$ cat src/include/i2c_sleep_id_defs.vh
`ifndef I2C_SLEEP_ID_DEFS_VH
`define I2C_SLEEP_ID_DEFS_VH
`define RESERVED_SLAVE_BYTE 8'hF8
`define SLEEP_CMD_BYTE      8'h86
`define ID_READ_BYTE        8'hF9
`define DEV_TYPE_CODE       4'hA
`define ID_BYTES            2'h3
`define CLK_PERIOD_NS       40
`define TREC_US             400
`define TREC_CYCLES         ((`TREC_US * 1000) / `CLK_PERIOD_NS)
`endif

$ cat src/hw/i2c_sleep_id.v
`timescale 1ns/100ps
`include "i2c_sleep_id_defs.vh"
// Contract
// RQ1 - master sends start then F8h for sleep
// RQ2 - address word acked, top bit and rw ignored
// RQ3 - repeated start then 86h completes sleep
// RQ4 - ack 86h, then enter sleep, regulator off
// RQ5 - keep monitoring bus lines while sleeping
// RQ6 - master wakes with start plus address word
// RQ7 - recovery starts at ninth rising clock
// RQ8 - standby only after recovery time elapsed
// RQ9 - recovery lasts at most 400 us
// RQ10 - master starts fresh command after wake
// RQ11 - three byte fixed read-only identifier
// RQ12 - id read: start, F8h, address word
// RQ13 - repeated start then F9h starts readout
// RQ14 - send id bytes first, second, third
// RQ15 - nack ends read, ack wraps to first
// RQ16 - master releases data line, never drives high
// RQ17 - master recovers or retries on failure
// RQ18 - address word is 1010, selects, top bit, rw
// RQ19 - master toggles clock, then start and stop
// RQ20 - no ack during recovery; start aborts command
module i2c_sleep_id #(
   parameter         TREC_CYCLES = `TREC_CYCLES,
   parameter [23:0]  DEVICE_ID   = 24'h00A5C3
)(
   input  wire       ref_clk,
   input  wire       rst,
   input  wire       scl_in,
   input  wire       sda_in,
   output wire       sda_out,
   output wire       sda_oe_n,
   input  wire       address_select_low,
   input  wire       address_select_high,
   output reg        regulator_on_q,
   output reg        sleeping_q,
   output reg        recovering_q
);
   // device id value is arbitrary

   localparam [2:0] PH_IDLE = 3'b001;
   localparam [2:0] PH_RX   = 3'b010;
   localparam [2:0] PH_TX   = 3'b100;
   // command progress
   localparam [1:0] C_NONE = 2'h0;
   localparam [1:0] C_RSV  = 2'h1;
   localparam [1:0] C_ADDR = 2'h2;
   localparam [1:0] C_ID   = 2'h3;

   reg [1:0]  scl_s_q, sda_s_q, sel_s_q;
   reg        scl_q, sda_q;
   reg [2:0]  ph_q;
   reg [3:0]  bit_q;
   reg [7:0]  sh_q;
   reg [1:0]  cmd_q;
   reg        ack_q;
   reg        drive_low_q;
   reg [1:0]  id_idx_q;
   reg [7:0]  tx_q;
   reg        master_ack_q;
   reg [31:0] rec_cnt_q;

   // two stages before any logic looks at the pins
   always @(posedge ref_clk)
   begin
      if (rst)
      begin
         scl_s_q <= 2'h3;
         sda_s_q <= 2'h3;
         sel_s_q <= 2'h0;
         scl_q   <= 1'b1;
         sda_q   <= 1'b1;
      end
      else
      begin
         scl_s_q <= {scl_s_q[0], scl_in};
         sda_s_q <= {sda_s_q[0], sda_in};
         sel_s_q <= {sel_s_q[0], address_select_high};
         scl_q   <= scl_s_q[1];
         sda_q   <= sda_s_q[1];
      end
   end

   reg sel_lo_s0_q, sel_lo_q;
   always @(posedge ref_clk)
   begin
      if (rst)
      begin
         sel_lo_s0_q <= 1'b0;
         sel_lo_q    <= 1'b0;
      end
      else
      begin
         sel_lo_s0_q <= address_select_low;
         sel_lo_q    <= sel_lo_s0_q;
      end
   end

   wire scl_rise = scl_s_q[1] & ~scl_q;
   wire scl_fall = ~scl_s_q[1] & scl_q;
   wire start_c  = scl_s_q[1] & scl_q & sda_q & ~sda_s_q[1];
   wire stop_c   = scl_s_q[1] & scl_q & ~sda_q & sda_s_q[1];
   wire [7:0] rx_byte = {sh_q[6:0], sda_s_q[1]};
   // RQ18 address word match
   // judged on the held byte: the ninth rise would shift in the ack slot
   wire addr_hit = (sh_q[7:4] == `DEV_TYPE_CODE) &&
                   (sh_q[3] == sel_s_q[1]) &&
                   (sh_q[2] == sel_lo_q);

   // RQ11 fixed read-only three byte id
   wire [7:0] id_byte = (id_idx_q == 2'h0) ? DEVICE_ID[23:16] :
                        (id_idx_q == 2'h1) ? DEVICE_ID[15:8] :
                                             DEVICE_ID[7:0];

   always @(posedge ref_clk)
   begin
      if (rst)
      begin
         ph_q <= PH_IDLE;
         bit_q <= 4'h0;
         sh_q <= 8'h00;
         cmd_q <= C_NONE;
         ack_q <= 1'b0;
         drive_low_q <= 1'b0;
         id_idx_q <= 2'h0;
         tx_q <= 8'hFF;
         master_ack_q <= 1'b0;
         regulator_on_q <= 1'b1;
         sleeping_q <= 1'b0;
         recovering_q <= 1'b0;
         rec_cnt_q <= 32'h0;
      end
      else
      begin
         // RQ9 bounded by TREC_CYCLES
         // RQ8 recovery wait then standby
         if (recovering_q)
         begin
            if (rec_cnt_q >= TREC_CYCLES - 1)
            begin
               recovering_q <= 1'b0;
               rec_cnt_q <= 32'h0;
            end
            else
               rec_cnt_q <= rec_cnt_q + 32'h1;
         end
         // RQ20 start aborts partial command, except one already at the acked address word (C_ADDR)
         if (start_c)
         begin
            ph_q <= PH_RX;
            bit_q <= 4'h0;
            ack_q <= 1'b0;
            drive_low_q <= 1'b0;
            if (cmd_q != C_ADDR)
               cmd_q <= C_NONE;
         end
         else if (stop_c)
         begin
            ph_q <= PH_IDLE;
            cmd_q <= C_NONE;
            drive_low_q <= 1'b0;
         end
         else if (ph_q == PH_RX)
         begin
            // RQ5 bus watched even while asleep
            if (scl_rise && bit_q < 4'h8)
            begin
               sh_q <= rx_byte;
               bit_q <= bit_q + 4'h1;
            end
            else if (scl_rise && bit_q == 4'h8)
            begin
               bit_q <= 4'h9;
               // RQ7 ninth rise starts recovery
               if (sleeping_q && addr_hit)
               begin
                  sleeping_q <= 1'b0;
                  recovering_q <= 1'b1;
                  regulator_on_q <= 1'b1;
                  rec_cnt_q <= 32'h0;
               end
            end
            else if (scl_fall && bit_q == 4'h8)
            begin
               ack_q <= 1'b0;
               // RQ20 silent while asleep or recovering
               if (!sleeping_q && !recovering_q)
               begin
                  if (sh_q == `RESERVED_SLAVE_BYTE)
                  begin
                     ack_q <= 1'b1;
                     cmd_q <= C_RSV;
                  end
                  // RQ2 top bit and rw ignored
                  else if (cmd_q == C_RSV && sh_q[7:4] == `DEV_TYPE_CODE
                           && sh_q[3] == sel_s_q[1]
                           && sh_q[2] == sel_lo_q)
                  begin
                     ack_q <= 1'b1;
                     cmd_q <= C_ADDR;
                  end
                  else if (cmd_q == C_ADDR &&
                           (sh_q == `SLEEP_CMD_BYTE ||
                            sh_q == `ID_READ_BYTE))
                  begin
                     ack_q <= 1'b1;
                     cmd_q <= (sh_q == `ID_READ_BYTE) ? C_ID : C_NONE;
                  end
                  else
                     cmd_q <= C_NONE;
               end
               drive_low_q <= !sleeping_q && !recovering_q &&
                  (sh_q == `RESERVED_SLAVE_BYTE ||
                   (cmd_q == C_RSV && sh_q[7:4] == `DEV_TYPE_CODE &&
                    sh_q[3] == sel_s_q[1] && sh_q[2] == sel_lo_q) ||
                   (cmd_q == C_ADDR && (sh_q == `SLEEP_CMD_BYTE ||
                                        sh_q == `ID_READ_BYTE)));
            end
            else if (scl_fall && bit_q == 4'h9)
            begin
               drive_low_q <= 1'b0;
               bit_q <= 4'h0;
               if (!ack_q)
                  ph_q <= PH_IDLE;
               // RQ4 sleep after the ack of 86h
               else if (sh_q == `SLEEP_CMD_BYTE)
               begin
                  sleeping_q <= 1'b1;
                  regulator_on_q <= 1'b0;
                  ph_q <= PH_IDLE;
               end
               // RQ14 first id byte follows F9h ack
               else if (cmd_q == C_ID)
               begin
                  ph_q <= PH_TX;
                  id_idx_q <= 2'h0;
                  tx_q <= DEVICE_ID[23:16];
                  drive_low_q <= ~DEVICE_ID[23];
                  bit_q <= 4'h1;
               end
            end
         end
         else if (ph_q == PH_TX)
         begin
            if (scl_rise && bit_q == 4'h9)
               master_ack_q <= ~sda_s_q[1];
            else if (scl_fall && bit_q < 4'h8)
            begin
               tx_q <= {tx_q[6:0], 1'b1};
               drive_low_q <= ~tx_q[6];
               bit_q <= bit_q + 4'h1;
            end
            else if (scl_fall && bit_q == 4'h8)
            begin
               drive_low_q <= 1'b0;
               bit_q <= 4'h9;
            end
            else if (scl_fall && bit_q == 4'h9)
            begin
               // RQ15 ack wraps, nack ends
               if (master_ack_q)
               begin
                  tx_q <= id_byte;
                  drive_low_q <= ~id_byte[7];
                  bit_q <= 4'h1;
               end
               else
               begin
                  ph_q <= PH_IDLE;
                  cmd_q <= C_NONE;
               end
            end
            else if (scl_rise && bit_q == 4'h8)
               id_idx_q <= (id_idx_q == `ID_BYTES - 2'h1) ? 2'h0 :
                           id_idx_q + 2'h1;
         end
      end
   end

   // open drain: only ever pull low
   assign sda_out  = 1'b0;
   assign sda_oe_n = ~drive_low_q;

endmodule

$ cat config.mk
export PLATFORM = sky130hd
export DESIGN_NAME = i2c_sleep_id
export DESIGN_NICKNAME = d
export VERILOG_FILES = /design/src/hw/i2c_sleep_id.v
export VERILOG_INCLUDE_DIRS = /design/src /design/src/include
export SDC_FILE = /design/constraint.sdc
export NUM_CORES = 1
export LEC_CHECK = 0
export ABC_AREA = 1
export BUFFER_PORTS_ARGS = -buffer_cell sky130_fd_sc_hd__buf_2
export CAP_MARGIN = 20
export CORE_MARGIN = 4
export CORE_UTILIZATION = 60
export CTS_CLUSTER_DIAMETER = 40
export DETAILED_ROUTE_END_ITERATION = 8
export HOLD_SLACK_MARGIN = 0.1
export PLACE_DENSITY = 0.87
export SYNTH_ARGS = -nofsm -noshare
export SYNTH_HDL_FRONTEND = slang
export SYNTH_SLANG_ARGS = --single-unit
export TNS_END_PERCENT = 5
$ cat constraint.sdc
create_clock -name ref_clk -period 3.68 [get_ports ref_clk]
set_input_delay 0.552 -clock ref_clk [delete_from_list [all_inputs] [get_ports ref_clk]]
set_output_delay 0.552 -clock ref_clk [all_outputs]
set_load 0.05 [all_outputs]
==> impl_metrics.tcl, run 1 <==
set metrics [dict create \
    grt_pass1_wl_mm 15.0 \
    final_nets 626 \
    drive_above_1_share 0.124 \
    synth_flop_cell "dfxtp_1" \
    slew_viol_final 0 \
    io_pins 11 \
    post_cts_buffers 0 \
    dpl-instance-area_sq_um 4140 \
    cts_hold_buf 0 \
    postSynthAreaPerCell_sq_um 6.68 \
    power_density_nw_per_um2 351 \
    netlist_instances 613 \
    synth.net_count 623 \
    yosysMostFrequentCell "nand2_1" \
    required_ps 3970 \
    yosysSeqAreaShare 0.362 \
    first_iter_violations 350 \
    max_slew_margin 0.403 \
    cts_root_buffer "clkbuf_8" \
    critPathKind "register to register" \
    die_w_um 90.6 \
    finalCritPeriodShare 0.606 \
    vias_per_cell 5.48 \
    avgRoutedWirePerCell_um 12.7 \
    hold_path.class "input port to register" \
    gr-usage-all-layers 0.218 \
    cts-htree-levels 3 \
    grt_pass1_vias 3415 \
    whs_ps 376 \
    power_w 0.00152 \
    outcome "finished clean" \
    synth_area_leaders "dfxtp_1 (36%), nand2_1 (14%), nor2_1 (8.7%)" \
    design_area_sq_um 4340 \
    antenna_cells 0 \
    cts_resized 0 \
    fmax_ghz 0.449 \
    initial_core_util 0.631 \
    finalSetupTns_ps 0 \
    setup_viol 0 \
    cap_violations 0 \
    finalHoldViolCount 0 \
    syn-cell-area_sq_um 4100 \
    antenna_found_initial 0 \
    finClkSkew_ps 18.0 \
    cts_sinks 74 \
    crit_fanout 26 \
    insertion_delay_ps 360 \
    ir_drop_mv 0.284 \
    cts_buffer_depth 2 \
    drc 0 \
    rsz0062_at_grt "no" \
    areaGrowthSynthToFinish_pct 5.99 \
    synth-async-reset-ratio 0 \
    synth_area_leader_cell "dfxtp_1" \
    die_area_sq_um 8210 \
    firstDrtPassIters 6 \
    max_slew.worst_pin.slew_ps 895 \
    vias 3822 \
    ys_ff_latch 74 \
    dp_hpwl_mm 6.31 \
    cts_buffers 9 \
    yosysWarningCount 0 \
    wl_mm 8.89 \
    crit_arrival_ps 2520 \
    cts_tree "yes" \
    min_period_ps 2230 \
    grt_max_degree 33 \
    synth-edff-count 0 \
    grt.overflow.total 0 \
    clk_pin_slew_ps 70 \
    p_leak_nw 1.83 \
    gp_congestion 0.992 \
    fp.dieH_um 90.6 \
    synth_commonest_cells "nand2_1 (157), nor2_1 (95), dfxtp_1 (74)" \
    start_kind "register" \
    ant_nets 0 \
    fp.coreArea_sq_um 6490 \
    netlist.area_leader.share 0.362 \
    end_kind "register" \
    synth.distinct_cells 37 \
    portBuffers 9 \
    fp-row-count 29 \
]
registers in the layout, summed over array words and instances (netlist names), 2 cells and up:
| name | flops |
|---|---|
| rec_cnt_q | 32 |
| sh_q | 8 |
| tx_q | 7 |
| bit_q | 4 |
| ph_q | 3 |
| cmd_q | 2 |
| id_idx_q | 2 |
| scl_s_q | 2 |
| sda_s_q | 2 |
| sel_s_q | 2 |
power breakdown:
group,internal [W],switching [W]
combinational,0.0000164,0.0000461
sequential,0.000805,0.00000393
clock,0.000351,0.000302
total,0.00117,0.000352
final cells by class:
cell class | instances | area (sq um)
multi-input combinational | 464 | 2300
fill | 531 | 2150
sequential | 74 | 1480
inverter | 58 | 218
clock buffer | 12 | 155
tap | 77 | 96.3
clock inverter | 4 | 48.8
timing repair buffer | 9 | 45.0
critical path: stages (launching register included):
cell and delay (ps):
dfxtp_1 330, inv_1 130, nand3_4 240, inv_2 430, nand2_1 380, nand2_4 200
inv_1 60, nand2_1 90, nor2_1 50, nand3_1 100, nor2_1 50, nor2_1 100
final timing paths:
kind                            startpoint          end  slack, ps  cells past startpoint
worst max register to register     ph_q[0]  id_idx_q[0]       1450                     11
worst min-delay path                scl_in   scl_s_q[0]        380                      2
worst max-delay path               ph_q[0]  id_idx_q[0]       1450                     11
worst min register to register  sel_s_q[0]   sel_s_q[1]        410                      2
cells by family after synthesis:
| kind of cell | after synthesis | share of synthesized area |
|---|---|---|
| AND/OR/NAND/NOR | 378 | 0.432 |
| buffers and inverters | 75 | 0.0776 |
| flip-flops | 74 | 0.362 |
| AO/OA/AOI/OAI | 70 | 0.0922 |
| XOR/XNOR | 11 | 0.0235 |
| adder cells (fa/ha/maj) | 4 | 0.0122 |
| other | 1 | 0.000915 |
placed cells by master (no fill, tap or decap), types with 3 or more instances in the layout:
master / netlist / final
a21oi_1: 36 / 36
xor2_1: 9 / 9
nand2_1: 157 / 157
nand3_1: 60 / 60
or2_2: 4 / 4
o21ai_0: 23 / 23
a311oi_1: 4 / 4
nor2_4: 7 / 7
nand2_2: 7 / 7
buf_2: 5 / 9
nand3b_1: 3 / 3
nand4_1: 9 / 9
ha_1: 4 / 4
nor2_2: 15 / 15
nand3_2: 5 / 5
inv_2: 6 / 6
nor3_1: 6 / 6
nand2_4: 5 / 5
inv_1: 52 / 52
nor2_1: 95 / 95
dfxtp_1: 74 / 74
clkbuf_8: 0 / 11
per-layer routing:
| layer | wire [um] | global-route usage | up-vias |
|---|---|---|---|
| li1 | - | - | 1964 |
| met1 | 4080 | 0.290 | 1696 |
| met2 | 4020 | 0.348 | 142 |
| met3 | 629 | 0.0608 | 20 |
| met4 | 156 | 0.0561 | 0 |
| met5 | 0 | 0 | - |
per-stage QoR:
stage                     instances  utilization  setup slack, ps
after floorplan                 613            -             2030
after global placement          682        0.637             1630
after detailed placement        682        0.637             1510
after CTS                       698        0.668             1500
after global routing            698        0.668             1200
final                           698        0.668             1450
Note: power is estimated with default switching activity, not from simulation.
==> run 2: changes to the inputs <==
==> constraint.sdc (replaced) <==
create_clock -name ref_clk -period 2.07 [get_ports ref_clk]
set_input_delay 0.3105 -clock ref_clk [delete_from_list [all_inputs] [get_ports ref_clk]]
set_output_delay 0.3105 -clock ref_clk [all_outputs]
set_load 0.05 [all_outputs]
==> run 2 against run 1 <==
Clock skew decreased by 7.6 ps. Combinational power increased by 84%. Clock power grew 70%. Sequential share of layout area decreased by 0.39 points. Critical path type unchanged. Critical endpoint is now bit_q[1]. Largest cell class unchanged.
==> impl_metrics.tcl, run 2 (synthesized netlist as in run 1, its figures left out) <==
set metrics [dict create \
    gp_congestion 0.971 \
    fillers 536 \
    cts_tree "yes" \
    max_slew.worst_pin.slew_ps 587 \
    hold_path.class "input port to register" \
    insertion_delay_ps 350 \
    cts_buffer_depth 2 \
    post_cts_buffers 0 \
    drc 0 \
    largest_register "rec_cnt_q" \
    cts_resized 0 \
    top_regs "rec_cnt_q (32), sh_q (8), tx_q (7)" \
    final_common_cell "nand2_1" \
    grt_pass1_vias 3562 \
    rsz0062_at_grt "no" \
    grt_max_degree 28 \
    design_area_sq_um 4390 \
    r2r_slack_ps 190 \
    fp.coreArea_sq_um 6490 \
    ant_nets 0 \
    gr-usage-all-layers 0.226 \
    end_kind "register" \
    antenna_cells 0 \
    hp-start "scl_in" \
    cts_buffers 9 \
    cp-startpoint "bit_q[0]" \
    setup_viol 0 \
    finalSetupTns_ps 0 \
    final_nets 633 \
    crit_fanout 7 \
    cts-htree-levels 3 \
    finalHoldViolCount 0 \
    largest_register_ff_count 32 \
    cts_hold_buf 0 \
    die_area_sq_um 8210 \
    p_leak_nw 1.86 \
    max_slew_margin 0.609 \
    antenna_found_initial 0 \
    outcome "finished clean" \
    grt_pass1_wl_mm 15.4 \
    io_pins 11 \
    drive_above_1_share 0.134 \
    critPathKind "register to register" \
    portBuffers 9 \
    min_period_ps 1880 \
    finalCritPeriodShare 0.909 \
    avgRoutedWirePerCell_um 12.9 \
    vias 3943 \
    die_w_um 90.6 \
    firstDrtPassIters 5 \
    finClkSkew_ps 10.5 \
    ir_drop_mv 0.485 \
    dpl-instance-area_sq_um 4190 \
    areaGrowthSynthToFinish_pct 7.21 \
    cts_sinks 74 \
    clk_pin_slew_ps 80 \
    setup_ws_ps 188 \
    fp.dieH_um 90.6 \
    grt.overflow.total 0 \
    dp_hpwl_mm 6.61 \
    fp-row-count 29 \
    power_density_nw_per_um2 607 \
    crit_arrival_ps 2130 \
    start_kind "register" \
    required_ps 2320 \
    first_iter_violations 440 \
    wl_mm 9.09 \
    cts_root_buffer "clkbuf_8" \
    dp_slack_ps 153 \
    final_cell_mix "nand2_1 (157), nor2_1 (95), dfxtp_1 (74), nand3_1 (60), inv_1 (52)" \
    slew_viol_final 0 \
    fmax_ghz 0.531 \
    whs_ps 150 \
    reg2reg_from "bit_q[0]" \
    vias_per_cell 5.59 \
    cap_violations 0 \
    initial_core_util 0.631 \
]
-- run 2: changes by cell type in the layout (fill, tap and decap cells not counted), sizes merged --
cell / delta
buf: +7
clkbuf: -2
clkinvlp: +1
clkinv: +1
-- run 2: cell type report --
type | instances | area, sq um | share of cell area
Inverter | 58 | 218 | 0.0496
Multi-Input combinational cell | 464 | 2310 | 0.525
Clock buffer | 10 | 128 | 0.0291
Timing Repair Buffer | 16 | 97.6 | 0.0222
Tap cell | 77 | 96.3 | 0.0219
Clock inverter | 6 | 65.1 | 0.0148
Sequential cell | 74 | 1480 | 0.337
-- run 2: worst max-delay path: stages (launching register included) --
cell and delay, ps:
dfxtp_1 360, inv_1 100, ha_1 250, nand3_2 180
nor2_4 240, nor2_1 110, nand2_1 160, nand2_1 70
nor2_1 160, nand2_1 70, nand2_1 60, nor2_1 40
-- run 2: path summary, 6_finish.rpt --
check	to	cells past startpoint
setup reg to reg	bit_q[1]	11
hold reg to reg	sda_s_q[1]	1
hold / removal	scl_s_q[0]	2
setup / recovery	bit_q[1]	11
-- run 2: through the flow --
step                 util  power (W)  cells
floorplan               -    0.00156    613
global placement    0.645    0.00158    689
detailed placement  0.645    0.00158    689
CTS                 0.675    0.00268    705
global route        0.676    0.00277    705
finish              0.676    0.00266    705
-- run 2: power breakdown --
group | internal (W) | switching, W | leakage, nW | total, W
combinational | 0.0000313 | 0.0000839 | 1.16 | 0.000115
clock | 0.000559 | 0.000550 | 0.0966 | 0.00111
sequential | 0.00143 | 0.00000745 | 0.598 | 0.00144
total | 0.00202 | 0.000642 | 1.86 | 0.00266
-- run 2: layer usage --
metal  vias to the layer above  share of wire  routed length, um  GRT usage
li1                       1985              -                  -          -
met1                      1768           0.44               3990      0.277
met2                       157           0.47               4230      0.364
met3                        33          0.072                657     0.0642
met4                         0          0.024                215      0.107
met5                         -              0                  0          0
==> run 3: changes to the inputs <==
--- a/config.mk
+++ b/config.mk
@@ -11,6 +11,7 @@
 export CAP_MARGIN = 20
 export CORE_MARGIN = 4
 export CORE_UTILIZATION = 60
+export CTS_BUF_LIST = sky130_fd_sc_hd__clkbuf_8
 export CTS_CLUSTER_DIAMETER = 40
 export DETAILED_ROUTE_END_ITERATION = 8
 export HOLD_SLACK_MARGIN = 0.1
==> constraint.sdc (replaced) <==
create_clock -name ref_clk -period 2 [get_ports ref_clk]
set_input_delay 0.3 -clock ref_clk [delete_from_list [all_inputs] [get_ports ref_clk]]
set_output_delay 0.3 -clock ref_clk [all_outputs]
set_load 0.05 [all_outputs]
==> run 3 against run 2 <==
Routed wire length is 7.2% higher. First-iteration DRC count is 22% lower. Hold slack worse by 20 ps. Clock-buffer cell count is 1 lower. Total power is 12% higher. Sequential cell count stayed put. Non-clock buffer count is 6 higher. Combinational power is 7% higher. Clock skew is 0.76 ps higher. Clock power is 23% higher.
==> impl_metrics.tcl, run 3 (synthesized netlist as in run 1, its figures left out) <==
set metrics [dict create \
    outcome "finished clean" \
    required_ps 2200 \
    cap_violations 0 \
    setup_viol 0 \
    io_pins 11 \
    power_w 0.00298 \
    portBuffers 9 \
    fmax_ghz 0.529 \
    cts_buffer_depth 2 \
    critPathKind "register to register" \
    grt_pass1_wl_mm 16.1 \
    crit_fanout 8 \
    cts_root_buffer "clkbuf_8" \
    power_density_nw_per_um2 660 \
    cts_sinks 74 \
    avgRoutedWirePerCell_um 13.7 \
    insertion_delay_ps 350 \
    areaGrowthSynthToFinish_pct 10.2 \
    firstDrtPassIters 7 \
    grt_pass1_vias 3648 \
    end_kind "register" \
    ant_nets 0 \
    die_area_sq_um 8210 \
    slew_viol_final 0 \
    ir_drop_mv 0.400 \
    min_period_ps 1890 \
    cts-htree-levels 3 \
    design_area_sq_um 4520 \
    dp_hpwl_mm 6.84 \
    grt.overflow.total 0 \
    max_slew.worst_pin.slew_ps 605 \
    wl_mm 9.75 \
    rsz0062_at_grt "yes" \
    largest_register_ff_count 32 \
    post-route-util 0.695 \
    fp.dieH_um 90.6 \
    final_cell_mix "nand2_1 (157), nor2_1 (94), dfxtp_1 (74), nand3_1 (60), inv_1 (53)" \
    start_kind "register" \
    crit_arrival_ps 2090 \
    grt_max_degree 33 \
    finalCritPeriodShare 0.944 \
    antenna_cells 0 \
    fillers 543 \
    first_iter_violations 343 \
    final_nets 640 \
    gp_congestion 0.961 \
    cts_hold_buf 0 \
    die_w_um 90.6 \
    finalHoldViolCount 0 \
    cts_tree "yes" \
    fp-row-count 29 \
    final_common_cell "nand2_1" \
    fp.coreArea_sq_um 6490 \
    gr-usage-all-layers 0.234 \
    clk_pin_slew_ps 80 \
    drc 0 \
    largest_register "rec_cnt_q" \
    finClkSkew_ps 11.2 \
    antenna_found_initial 0 \
    finalSetupTns_ps 0 \
    dpl-instance-area_sq_um 4200 \
    max_slew_margin 0.596 \
    vias_per_cell 5.72 \
    p_leak_nw 1.92 \
    drive_above_1_share 0.145 \
    initial_core_util 0.631 \
    top_regs "rec_cnt_q (32), sh_q (8), tx_q (7)" \
    hold_path.class "input port to register" \
    vias 4066 \
    cts_buffers 9 \
]
run 3: final cells by class:
type / instances / area [sq um] / area share
Clock buffer: 9 / 124 / 0.0274
Clock inverter: 6 / 108 / 0.0238
Inverter: 58 / 218 / 0.0482
Multi-Input combinational cell: 465 / 2350 / 0.520
Sequential cell: 74 / 1480 / 0.328
Tap cell: 77 / 96.3 / 0.0213
Timing Repair Buffer: 22 / 143 / 0.0316
run 3: final timing paths:
path / cells after the start / to / slack, ps / startpoint
setup / recovery: 10 / tx_q[0] / 110 / bit_q[0]
hold / removal: 2 / scl_s_q[0] / 130 / scl_in
setup reg to reg: 10 / tx_q[0] / 110 / bit_q[0]
hold reg to reg: 2 / sel_lo_q / 410 / sel_lo_s0_q
run 3: where the power goes:
group	switching [W]	total [W]	internal (W)
combinational	0.0000900	0.000123	0.0000329
clock	0.000550	0.00137	0.000817
sequential	0.00000785	0.00149	0.00148
total	0.000648	0.00298	0.00233
run 3: stage by stage:
| step | worst slack, ps | instances | hold WS, ps |
|---|---|---|---|
| floorplan | 348 | 613 | 388 |
| global placement | 191 | 690 | 396 |
| detailed placement | 110 | 690 | 403 |
| CTS | 89.1 | 705 | 132 |
| global route | -9.71 | 711 | 144 |
| finish | 111 | 711 | 130 |
run 3: layer usage:
metal	vias up	global-route usage	wire [um]
met5	-	0	0
met4	0	0.102	250
met3	30	0.0450	699
met2	177	0.379	4590
met1	1864	0.302	4210
li1	1995	-	-
run 3: what timing repair did:
action	CTS	global route
buffers inserted	0	5
setup endpoints to repair	0	30
resized for setup	0	6
run 3: worst max-delay path, stage by stage (launching register included):
cell	delay, ps
dfxtp_1	410
ha_1	220
nand3_1	190
nor2_4	240
nand2_2	80
nand2_1	90
nand2_2	70
nor2_4	190
nand2_4	110
nand2_1	70
nand3_1	60
